[src/verilog/dsr_pkg.sv]
/*
 * Shared constants and carrier types for the receiver status readback block.
 * Assumes one clock domain and a word-wide AHB-Lite register port.
 */
package dsr_pkg;

    // Register indices; byte address is four times the index.
    localparam logic [7:0] IDX_RATIO_HI   = 8'h12;
    localparam logic [7:0] IDX_RATIO_LO   = 8'h13;
    localparam logic [7:0] IDX_PC_HI      = 8'h14;
    localparam logic [7:0] IDX_PC_LO      = 8'h15;
    localparam logic [7:0] IDX_PD_HI      = 8'h16;
    localparam logic [7:0] IDX_PD_LO      = 8'h17;
    localparam logic [7:0] IDX_RX_ERR     = 8'h18;
    localparam logic [7:0] IDX_IRQ_MASK   = 8'h19;
    localparam logic [7:0] IDX_IRQ_STAT   = 8'h1b;
    localparam logic [7:0] IDX_PRE_TYPE   = 8'h1c;

    // Byte address field that carries the index.
    localparam int         IDX_LSB        = 2;
    localparam int         IDX_MSB        = 9;

    // Receiver error flag positions.
    localparam int         BIT_VALID      = 7;
    localparam int         BIT_EMPH       = 6;
    localparam int         BIT_NONAUDIO   = 5;
    localparam int         BIT_NA_PRE     = 4;
    localparam int         BIT_CRC        = 3;
    localparam int         BIT_NO_STREAM  = 2;
    localparam int         BIT_BIPHASE    = 1;
    localparam int         BIT_LOCK       = 0;

    // Flags that latch until the error register is read.
    localparam logic [7:0] LATCH_FLAGS    = 8'h0a;

    // Reset values.
    localparam logic [7:0]  MASK_RST      = 8'h00;
    localparam logic [7:0]  STAT_RST      = 8'h00;
    localparam logic [31:0] RDATA_RST     = 32'h0000_0000;

    // Bus encodings.
    localparam logic [1:0] HTRANS_NONSEQ  = 2'h2;
    localparam logic       HRESP_OKAY     = 1'h0;

    // Receiver flags, packed in register bit order.
    typedef struct packed {
        logic received_valid_flag;
        logic emphasis;
        logic nonaudio;
        logic nonaudio_preamble;
        logic status_checksum_fault;
        logic input_absent_flag;
        logic biphase_parity_err;
        logic lock;
    } dsr_rx_t;

    // Burst preamble words and the detector state that qualifies them.
    typedef struct packed {
        logic        compressed_det;
        logic        subframe_mode;
        logic [15:0] pc_word;
        logic [15:0] pd_word;
        logic [15:0] pc_word_b;
    } dsr_burst_t;

endpackage

[src/verilog/dsr_flag_cell.sv]
/*
 * One receiver error flag with its change or error event.
 * Assumes the source is already in the i_mclk domain.
 */
`timescale 1ns/1ns

module dsr_flag_cell #(
    parameter bit LATCH = 1'b0
) (
    // Clock and reset.
    input  wire logic i_mclk,
    input  wire logic i_rst_n,
    // Source and read strobe.
    input  wire logic i_src,
    input  wire logic i_rd_clr,
    // Flag and event.
    output logic      o_flag,
    output logic      o_event
);

    logic flag_reg;
    logic flag_next;

    always_comb
    begin
        if (LATCH)
        begin
            // An error in the reading cycle survives the clear.
            flag_next = i_src | (flag_reg & ~i_rd_clr);
            o_event   = i_src;
        end
        else
        begin
            // A read leaves the level alone; only a change is an event.
            flag_next = i_src;
            o_event   = i_src ^ flag_reg;
        end
    end

    always_ff @(posedge i_mclk)
    begin
        if (!i_rst_n)
            flag_reg <= 1'b0;
        else
            flag_reg <= flag_next;
    end

    assign o_flag = flag_reg;

endmodule

[src/verilog/dsr_status_regs.sv]
/*
 * Receiver and rate converter status readback registers on AHB-Lite.
 * Assumes receiver and rate converter inputs are in the i_mclk domain,
 * a single AHB-Lite master, and whole-word single transfers.
 */
// Chosen here: register access over AHB-Lite.
// Overview of operation
// - Fifteen-bit rate ratio: upper seven bits at 0x12, lower eight at 0x13.
// - Preamble C word at 0x14/0x15 only while compressed data detected, else zero.
// - Preamble D word at 0x16/0x17 only while compressed data detected, else zero.
// - In subframe nonaudio mode, 0x16/0x17 show channel B preamble C instead.
// - Error register 0x18: validity, emphasis, nonaudio, preamble, CRC, stream, biphase, lock.
// - Nonaudio preamble flag set on burst detection; type register names the preamble.
// - Nonaudio preamble flag holds after read; interrupts only on state change.
// - No-stream flag high without input; holds after read; interrupts only on change.
`timescale 1ns/1ns

module dsr_status_regs
    import dsr_pkg::*;
#(
    parameter int RATIO_W    = 15,
    parameter int PRE_TYPE_W = 4
) (
    // Clock and reset.
    input  wire logic                  i_mclk,
    input  wire logic                  i_rst_n,
    // AHB-Lite slave.
    input  wire logic                  i_hsel,
    input  wire logic [31:0]           i_haddr,
    input  wire logic [1:0]            i_htrans,
    input  wire logic                  i_hwrite,
    input  wire logic [2:0]            i_hsize,
    input  wire logic [31:0]           i_hwdata,
    input  wire logic                  i_hready,
    output logic                       o_hreadyout,
    output logic                       o_hresp,
    output logic [31:0]                o_hrdata,
    // Rate converter and receiver status.
    input  wire logic [RATIO_W-1:0]    i_rate_ratio,
    input  wire dsr_pkg::dsr_rx_t      i_rx,
    input  wire dsr_pkg::dsr_burst_t   i_burst,
    input  wire logic [PRE_TYPE_W-1:0] i_pre_type,
    // Interrupt.
    output logic                       o_irq
);

    import dsr_pkg::*;

    // The ratio fills seven plus eight bits; the type fits one byte.
    if (RATIO_W < 9 || RATIO_W > 15)
    begin : g_bad_ratio_w
        $error("RATIO_W must lie between 9 and 15.");
    end
    if (PRE_TYPE_W < 1 || PRE_TYPE_W > 8)
    begin : g_bad_type_w
        $error("PRE_TYPE_W must lie between 1 and 8.");
    end

    // Bus state.
    logic            addr_ok;
    logic            rd_take;
    logic            wr_take;
    logic [7:0]      addr_idx;
    logic            wr_pend_reg;
    logic [7:0]      wr_idx_reg;
    logic [31:0]     rdata_reg;
    logic [31:0]     rdata_next;

    // Register state.
    logic [7:0]      mask_reg;
    logic [7:0]      stat_reg;
    logic [7:0]      stat_next;
    logic [7:0]      w1c_bits;
    logic            mask_wr;

    // Flag datapath.
    logic [7:0]      rx_src;
    logic [7:0]      rx_flags;
    logic [7:0]      rx_events;
    logic            err_rd;

    // Readback views.
    logic [14:0]     ratio_full;
    logic [15:0]     pc_view;
    logic [15:0]     pd_view;
    logic [7:0]      type_view;

    // True when an index selects the given register.
    function automatic logic hit(input logic [7:0] idx,
                                 input logic [7:0] reg_idx);
        hit = (idx == reg_idx);
    endfunction

    // Address phase.

    // A transfer is taken only when the previous one has completed.
    assign addr_ok  = i_hsel & i_hready & i_htrans[1];
    assign rd_take  = addr_ok & ~i_hwrite;
    assign wr_take  = addr_ok & i_hwrite;
    assign addr_idx = i_haddr[IDX_MSB:IDX_LSB];

    // Upper address bits must be clear, or the access is unmapped.
    logic addr_in_map;
    assign addr_in_map = (i_haddr[31:IDX_MSB+1] == '0)
                       & (i_haddr[IDX_LSB-1:0] == 2'h0);

    // The slave never stalls and never signals an error.
    assign o_hreadyout = 1'b1;
    assign o_hresp     = HRESP_OKAY;

    // Receiver flags.

    assign rx_src = i_rx;

    assign err_rd = rd_take & addr_in_map & hit(addr_idx, IDX_RX_ERR);

    genvar gi;
    generate
        for (gi = 0; gi < 8; gi++)
        begin : g_flag
            dsr_flag_cell #(
                .LATCH (LATCH_FLAGS[gi])
            ) u_cell (
                .i_mclk   (i_mclk),
                .i_rst_n  (i_rst_n),
                .i_src    (rx_src[gi]),
                .i_rd_clr (err_rd),
                .o_flag   (rx_flags[gi]),
                .o_event  (rx_events[gi])
            );
        end
    endgenerate

    // Readback views.

    assign ratio_full = 15'(i_rate_ratio);

    assign pc_view = i_burst.compressed_det ? i_burst.pc_word : 16'h0000;

    always_comb
    begin
        if (!i_burst.compressed_det)
            pd_view = 16'h0000;
        else if (i_burst.subframe_mode)
            pd_view = i_burst.pc_word_b;
        else
            pd_view = i_burst.pd_word;
    end

    assign type_view = 8'(i_pre_type);

    // Read data.

    // Data are taken at the address edge, so a read of the error
    // register returns the flags as they stood before its clear.
    always_comb
    begin
        rdata_next = 32'h0000_0000;
        if (addr_in_map)
        begin
            unique case (addr_idx)
                IDX_RATIO_HI: rdata_next[6:0] = ratio_full[14:8];
                IDX_RATIO_LO: rdata_next[7:0] = ratio_full[7:0];
                IDX_PC_HI:    rdata_next[7:0] = pc_view[15:8];
                IDX_PC_LO:    rdata_next[7:0] = pc_view[7:0];
                IDX_PD_HI:    rdata_next[7:0] = pd_view[15:8];
                IDX_PD_LO:    rdata_next[7:0] = pd_view[7:0];
                IDX_RX_ERR:   rdata_next[7:0] = rx_flags;
                IDX_IRQ_MASK: rdata_next[7:0] = mask_reg;
                IDX_IRQ_STAT: rdata_next[7:0] = stat_reg;
                IDX_PRE_TYPE: rdata_next[7:0] = type_view;
                default:      rdata_next      = 32'h0000_0000;
            endcase
        end
    end

    always_ff @(posedge i_mclk)
    begin
        if (!i_rst_n)
            rdata_reg <= RDATA_RST;
        else if (rd_take)
            rdata_reg <= rdata_next;
    end

    assign o_hrdata = rdata_reg;

    // Write data phase.

    always_ff @(posedge i_mclk)
    begin
        if (!i_rst_n)
        begin
            wr_pend_reg <= 1'b0;
            wr_idx_reg  <= 8'h00;
        end
        else
        begin
            wr_pend_reg <= wr_take & addr_in_map;
            if (wr_take)
                wr_idx_reg <= addr_idx;
        end
    end

    // Only the mask and status registers take writes; the rest are
    // read-only and ignore them.
    assign mask_wr  = wr_pend_reg & hit(wr_idx_reg, IDX_IRQ_MASK);
    assign w1c_bits = (wr_pend_reg & hit(wr_idx_reg, IDX_IRQ_STAT))
                    ? i_hwdata[7:0] : 8'h00;

    always_ff @(posedge i_mclk)
    begin
        if (!i_rst_n)
            mask_reg <= MASK_RST;
        else if (mask_wr)
            mask_reg <= i_hwdata[7:0];
    end

    // Interrupt status.

    // A new event beats a write-one-to-clear in the same cycle.
    assign stat_next = (stat_reg & ~w1c_bits) | rx_events;

    always_ff @(posedge i_mclk)
    begin
        if (!i_rst_n)
            stat_reg <= STAT_RST;
        else
            stat_reg <= stat_next;
    end

    // A mask bit of one lets its status bit interrupt.
    assign o_irq = |(stat_reg & mask_reg);

endmodule

[config.mk]
export PLATFORM = sky130hd
export DESIGN_NAME = dsr_status_regs
export DESIGN_NICKNAME = d
export VERILOG_FILES = /design/src/verilog/dsr_pkg.sv /design/src/verilog/dsr_flag_cell.sv /design/src/verilog/dsr_status_regs.sv
export SDC_FILE = /design/constraint.sdc
export NUM_CORES = 1
export LEC_CHECK = 0
export BUFFER_PORTS_ARGS = -buffer_cell sky130_fd_sc_hd__buf_2
export CELL_PAD_IN_SITES_DETAIL_PLACEMENT = 2
export CELL_PAD_IN_SITES_GLOBAL_PLACEMENT = 2
export CORE_MARGIN = 5
export CORE_UTILIZATION = 23
export DETAILED_ROUTE_END_ITERATION = 8
export PLACE_DENSITY = 0.83
export REMOVE_ABC_BUFFERS = 1
export SYNTH_ARGS = -nofsm -noshare
export SYNTH_HDL_FRONTEND = slang
export SYNTH_SLANG_ARGS = --single-unit
[constraint.sdc]
create_clock -name i_mclk -period 2.9 [get_ports i_mclk]
set_input_delay 0.145 -clock i_mclk [delete_from_list [all_inputs] [get_ports i_mclk]]
set_output_delay 0.145 -clock i_mclk [all_outputs]
set_load 0.1 [all_outputs]
# [After elaboration in Yosys (flattened, before gate mapping)]
# Cells that the tools add are included.
[totals] out_inout_bits=35 ff_bits=65 input_bits=151 word_cells=61
[op_classes] muxes=7 reduce_logical=3 eq_ne=12 bitwise=26
[op_table] operator="$eq 8x5->1 const B" n=12
[op_table] operator="$pmux 7 s10" n=1
[op_table] operator="$mux 16" n=3
[op_table] operator="$logic_not 22->1" n=1
[op_table] operator="$and 8x8->8" n=2
[op_table] operator="$mux 8" n=2
[op_table] operator="$and 1x1->1" n=12
[op_table] operator="$not 8->8" n=1
[op_table] operator="$or 8x8->8" n=1
[op_table] operator="$pmux 1 s8" n=1
[op_table] operator="$reduce_or 8->1" n=1
[op_table] operator="$xor 1x1->1" n=6
[op_table] operator="$logic_not 2->1" n=1
[op_table] operator="$not 1->1" n=2
[op_table] operator="$or 1x1->1" n=2

# [Depth between registers and ports, before layout]
[logic_depth] ltp_word=8 mapped_depth=8 depth_no_buf=5

# [Modules after synthesis]
# A second synthesis with hierarchy kept.
[unflattened] hier_cells=329 area_unflattened_um2=2810.2
[by_module_without_submodules] module="dsr_status_regs" cells_each=303 area_each_um2=2494.9 seq_area_each_um2=660.6 n_inst=1
[by_module_without_submodules] module="dsr_flag_cell (g_flag[0].u_cell ...)" cells_each=3 area_each_um2=36.3 seq_area_each_um2=20.0 n_inst=6
[by_module_without_submodules] module="dsr_flag_cell (g_flag[1].u_cell ...)" cells_each=4 area_each_um2=48.8 seq_area_each_um2=20.0 n_inst=2

# [Least setup slack after synthesis]
# No wires, ideal clock.
[synth_timing] path_kind="flip-flop to flip-flop" startpoint="register o_hrdata[1] (netlist name)" endpoint="register rdata_reg[1], in the netlist o_hrdata[1]" stages_incl_launch_ff=5 path_slack_ns=1.341 t_required_ns=2.826 arrival_time_ns=1.484 setup_ns=0.074 synth_period_minus_slack_ns=1.559 n_path_buf=0 path_cell_list="dfxtp_1 and2_1 a221oi_1 and3_1 a31oi_1"
[synth_lines] element="end signal, assigned" line="dsr_status_regs.sv:182" text="rdata_reg <= rdata_next;"
[synth_lines] element="end, declared" line="dsr_status_regs.sv:66" text="logic [31:0] rdata_reg;"

# [Worst setup path after layout]
[layout_timing] startpoint="input port i_haddr[7]" endpoint="register rdata_reg[1], in the netlist o_hrdata[1]"
[layout_via] elab_chain_len=3 word_cells_on_any_way=12 classes_between="eq/ne (10); mux (2)"
[layout_lines] element="start, declared" line="dsr_status_regs.sv:29" text="input wire logic [31:0] i_haddr,"
[layout_lines] element="$eq 8x5->1" line="dsr_status_regs.sv:161" text="unique case (addr_idx)"
[layout_lines] element="$pmux 7 s10 *" line="dsr_status_regs.sv:161"
[layout_lines] element="$mux 8 *" line="dsr_status_regs.sv:159" text="if (addr_in_map)"
# Mark *: on every way between the ends. The rest lies on a longest branch, timed or not.
# A chain may end at the register's enable or synchronous reset.

==> results_dict.tcl <==
set metrics [dict create \
    max-vdd-ir-drop_mv 0.197 \
    die_area_um2 14500 \
    fin_skew_ns 0.00318 \
    maxSlewViolCount 0 \
    tritoncts "built" \
    hp-class "input port to flop" \
    tightestPinTransition_ns 0.647 \
    synth_simple_gate_area_share_pct 27.2 \
    final_nets 607 \
    ant_nets 0 \
    synth_top_family_by_area "simple AND/OR/NAND/NOR gates" \
    fill_cells 1414 \
    hold_slack_ns 0.0924 \
    setup_violations 0 \
    endpoint_kind "flop" \
    min_period_ns 1.87 \
    most-common-layout-cells "buf_2 (131), nand2_1 (41), dfxtp_1 (41), conb_1 (26), nor2b_1 (20)" \
    grt_max_degree 43 \
    final_common_cell "buf_2" \
    synth_top_area_share_pct 29.3 \
    std_cell_rows 40 \
    fin_crit_sh_pct 64.6 \
    yosys-mux-area-fraction_pct 13.0 \
    grt_util_all_layers_pct 15.2 \
    power_uw 1510 \
    chipWidth_um 120 \
    port_buffers 131 \
    async_flop_share_pct 0 \
    grt_pass1_wl_mm 17.6 \
    overflow 0 \
    clk_pin_slew_worst_paths_ns 0.06 \
    final_core_util_pct 30.1 \
    cp_max_fo 14 \
    max_freq_mhz 533 \
    syn2layout_area_growth_pct 28.7 \
    reg2reg_depth 5 \
    drv_cap 0 \
    core_region_area_um2 12000 \
    hold_violations 0 \
    grt_pass1_vias 3387 \
    grt_antenna_before_repair 2 \
    synth_edf_count 0 \
    clock-sinks 41 \
    drive_gt1_share_pct 35.0 \
    power_leakage_uw 0.00153 \
    cts_resized 0 \
    wire_per_inst_um 18.7 \
    synth_largest_area_cell "dfxtp_1" \
    synth_compound_area_share_pct 17.9 \
    worstSkewPairLatency_ns 0.28 \
    ys_ff_latch 41 \
    cts_max_level 2 \
    synth_fa_ha_area_share_pct 0 \
    place.gp.congestion 0.769 \
    dpl.hpwl_mm 9.14 \
    setup_tns_ns 0 \
    synthCells 338 \
    firstDrtPassIters 4 \
    avgSynthCellArea_um2 8.29 \
    start_util_pct 23.4 \
    wl_mm 11.3 \
    worstSetupStartpointType "input port" \
    drtIter0Drc 126 \
    relSlewSlack_pct 56.7 \
    ios 186 \
    seq_area_frac_synth_pct 29.3 \
    avgViaCountPerCell 4.91 \
    dominantRegCellSynth "dfxtp_1" \
    ys_top_cells_by_area "dfxtp_1 (29%), buf_4 (7.5%), mux2i_1 (5.7%), nand2_1 (5.5%), mux4_2 (4.8%)" \
    num_vias 2971 \
    hold_depth 2 \
    die_height_um 120 \
    synth.distinct_cells 52 \
    ctsRootBufferMaster "clkbuf_16" \
    fin_area_um2 3600 \
    synth-xor-area-share_pct 1.88 \
    power_density_nw_per_um2 420 \
    hold_buffers 0 \
    arrival_ns 2.09 \
    path_class "input port to flop" \
    rsz0062_at_grt "false" \
    yosysWarnings 0 \
    post-cts-setup-buffer-count 0 \
    drc 0 \
    required_ns 3.11 \
    synth_area_um2 2800 \
    status "finished, final reports clean" \
    dpl_cell_area_um2 3460 \
    clock_path_buffers 2 \
    numCtsBuffers 5 \
]
final timing paths:
check | from | end | slack (ns)
setup / recovery | i_haddr[7] | o_hrdata[1] | 1.03
hold / removal | i_rx[5] | g_flag[5].u_cell.o_flag | 0.09
setup reg to reg | wr_idx_reg[5] | mask_reg[4] | 1.12
hold reg to reg | wr_idx_reg[4] | wr_idx_reg[4] | 0.47
per-layer routing:
| metal | vias up | share of wire [%] | wire length, um | global-route usage (%) |
|---|---|---|---|---|
| li1 | 1403 | - | - | - |
| met1 | 1464 | 40 | 4540 | 17.6 |
| met2 | 91 | 52 | 5930 | 28.1 |
| met3 | 11 | 6.4 | 729 | 4.26 |
| met4 | 2 | 0.96 | 109 | 2.76 |
| met5 | - | 0.062 | 7 | 0 |
metrics by stage:
step | instances | setup slack, ns
2_1_floorplan | 315 | 1.34
3_3_place_gp | 596 | 0.784
3_5_place_dp | 596 | 0.753
4_1_cts | 604 | 0.999
5_1_grt | 605 | 0.861
6_report | 605 | 1.03
synthesized netlist by cell type, drive strengths merged, types with 2 or more instances:
cell	number
o21ai	15
xor2	6
nor2b	20
and3	9
nor2	17
a22oi	9
mux2i	16
a21oi	19
buf	35
and4	2
nand4	4
conb	2
a211oi	3
clkbuf	12
a31oi	3
nor3	7
nand3	8
mux2	6
a21boi	9
nand2	41
a221oi	3
a32o	2
nor4b	2
and2	15
mux4	6
a32oi	2
nor4	7
dfxtp	41
area by class of cell:
class                   count  area (um^2)  share of cell area (%)
diodes                      1         2.50                  0.0694
clock buffers               6          129                    3.58
clock inverters             2         10.0                   0.278
inverters                   1         3.75                   0.104
multi-input cells         273         1780                    49.3
flip-flops and latches     41          821                    22.8
well taps                 147          184                    5.10
repair buffers            134          678                    18.8
kinds of logic (layout without fill, tap and decap cells):
group                     count (synthesis)  in the layout
xor gates and xnor gates                  6              6
AOI/OAI and AO/OA                        75             75
and+or+nand+nor                         138            138
muxes                                    28             28
other                                     2             27
DFF                                      41             41
buffers and inverters                    48            143
report_power, final:
group	total, uW	leakage [uW]	switching (uW)	internal (uW)
Combinational	375	0.00112	257	118
Clock	541	0.0000706	225	316
Sequential	597	0.000335	15.0	582
Total	1510	0.00153	497	1020
worst max-delay path, stage by stage:
cell,delay [ns]
buf_2,0.13
nor4b_4,0.53
and3_1,0.63
nand2_1,0.12
a311o_1,0.37
a31oi_1,0.16
No activity file was read; power rests on OpenSTA's default activity.
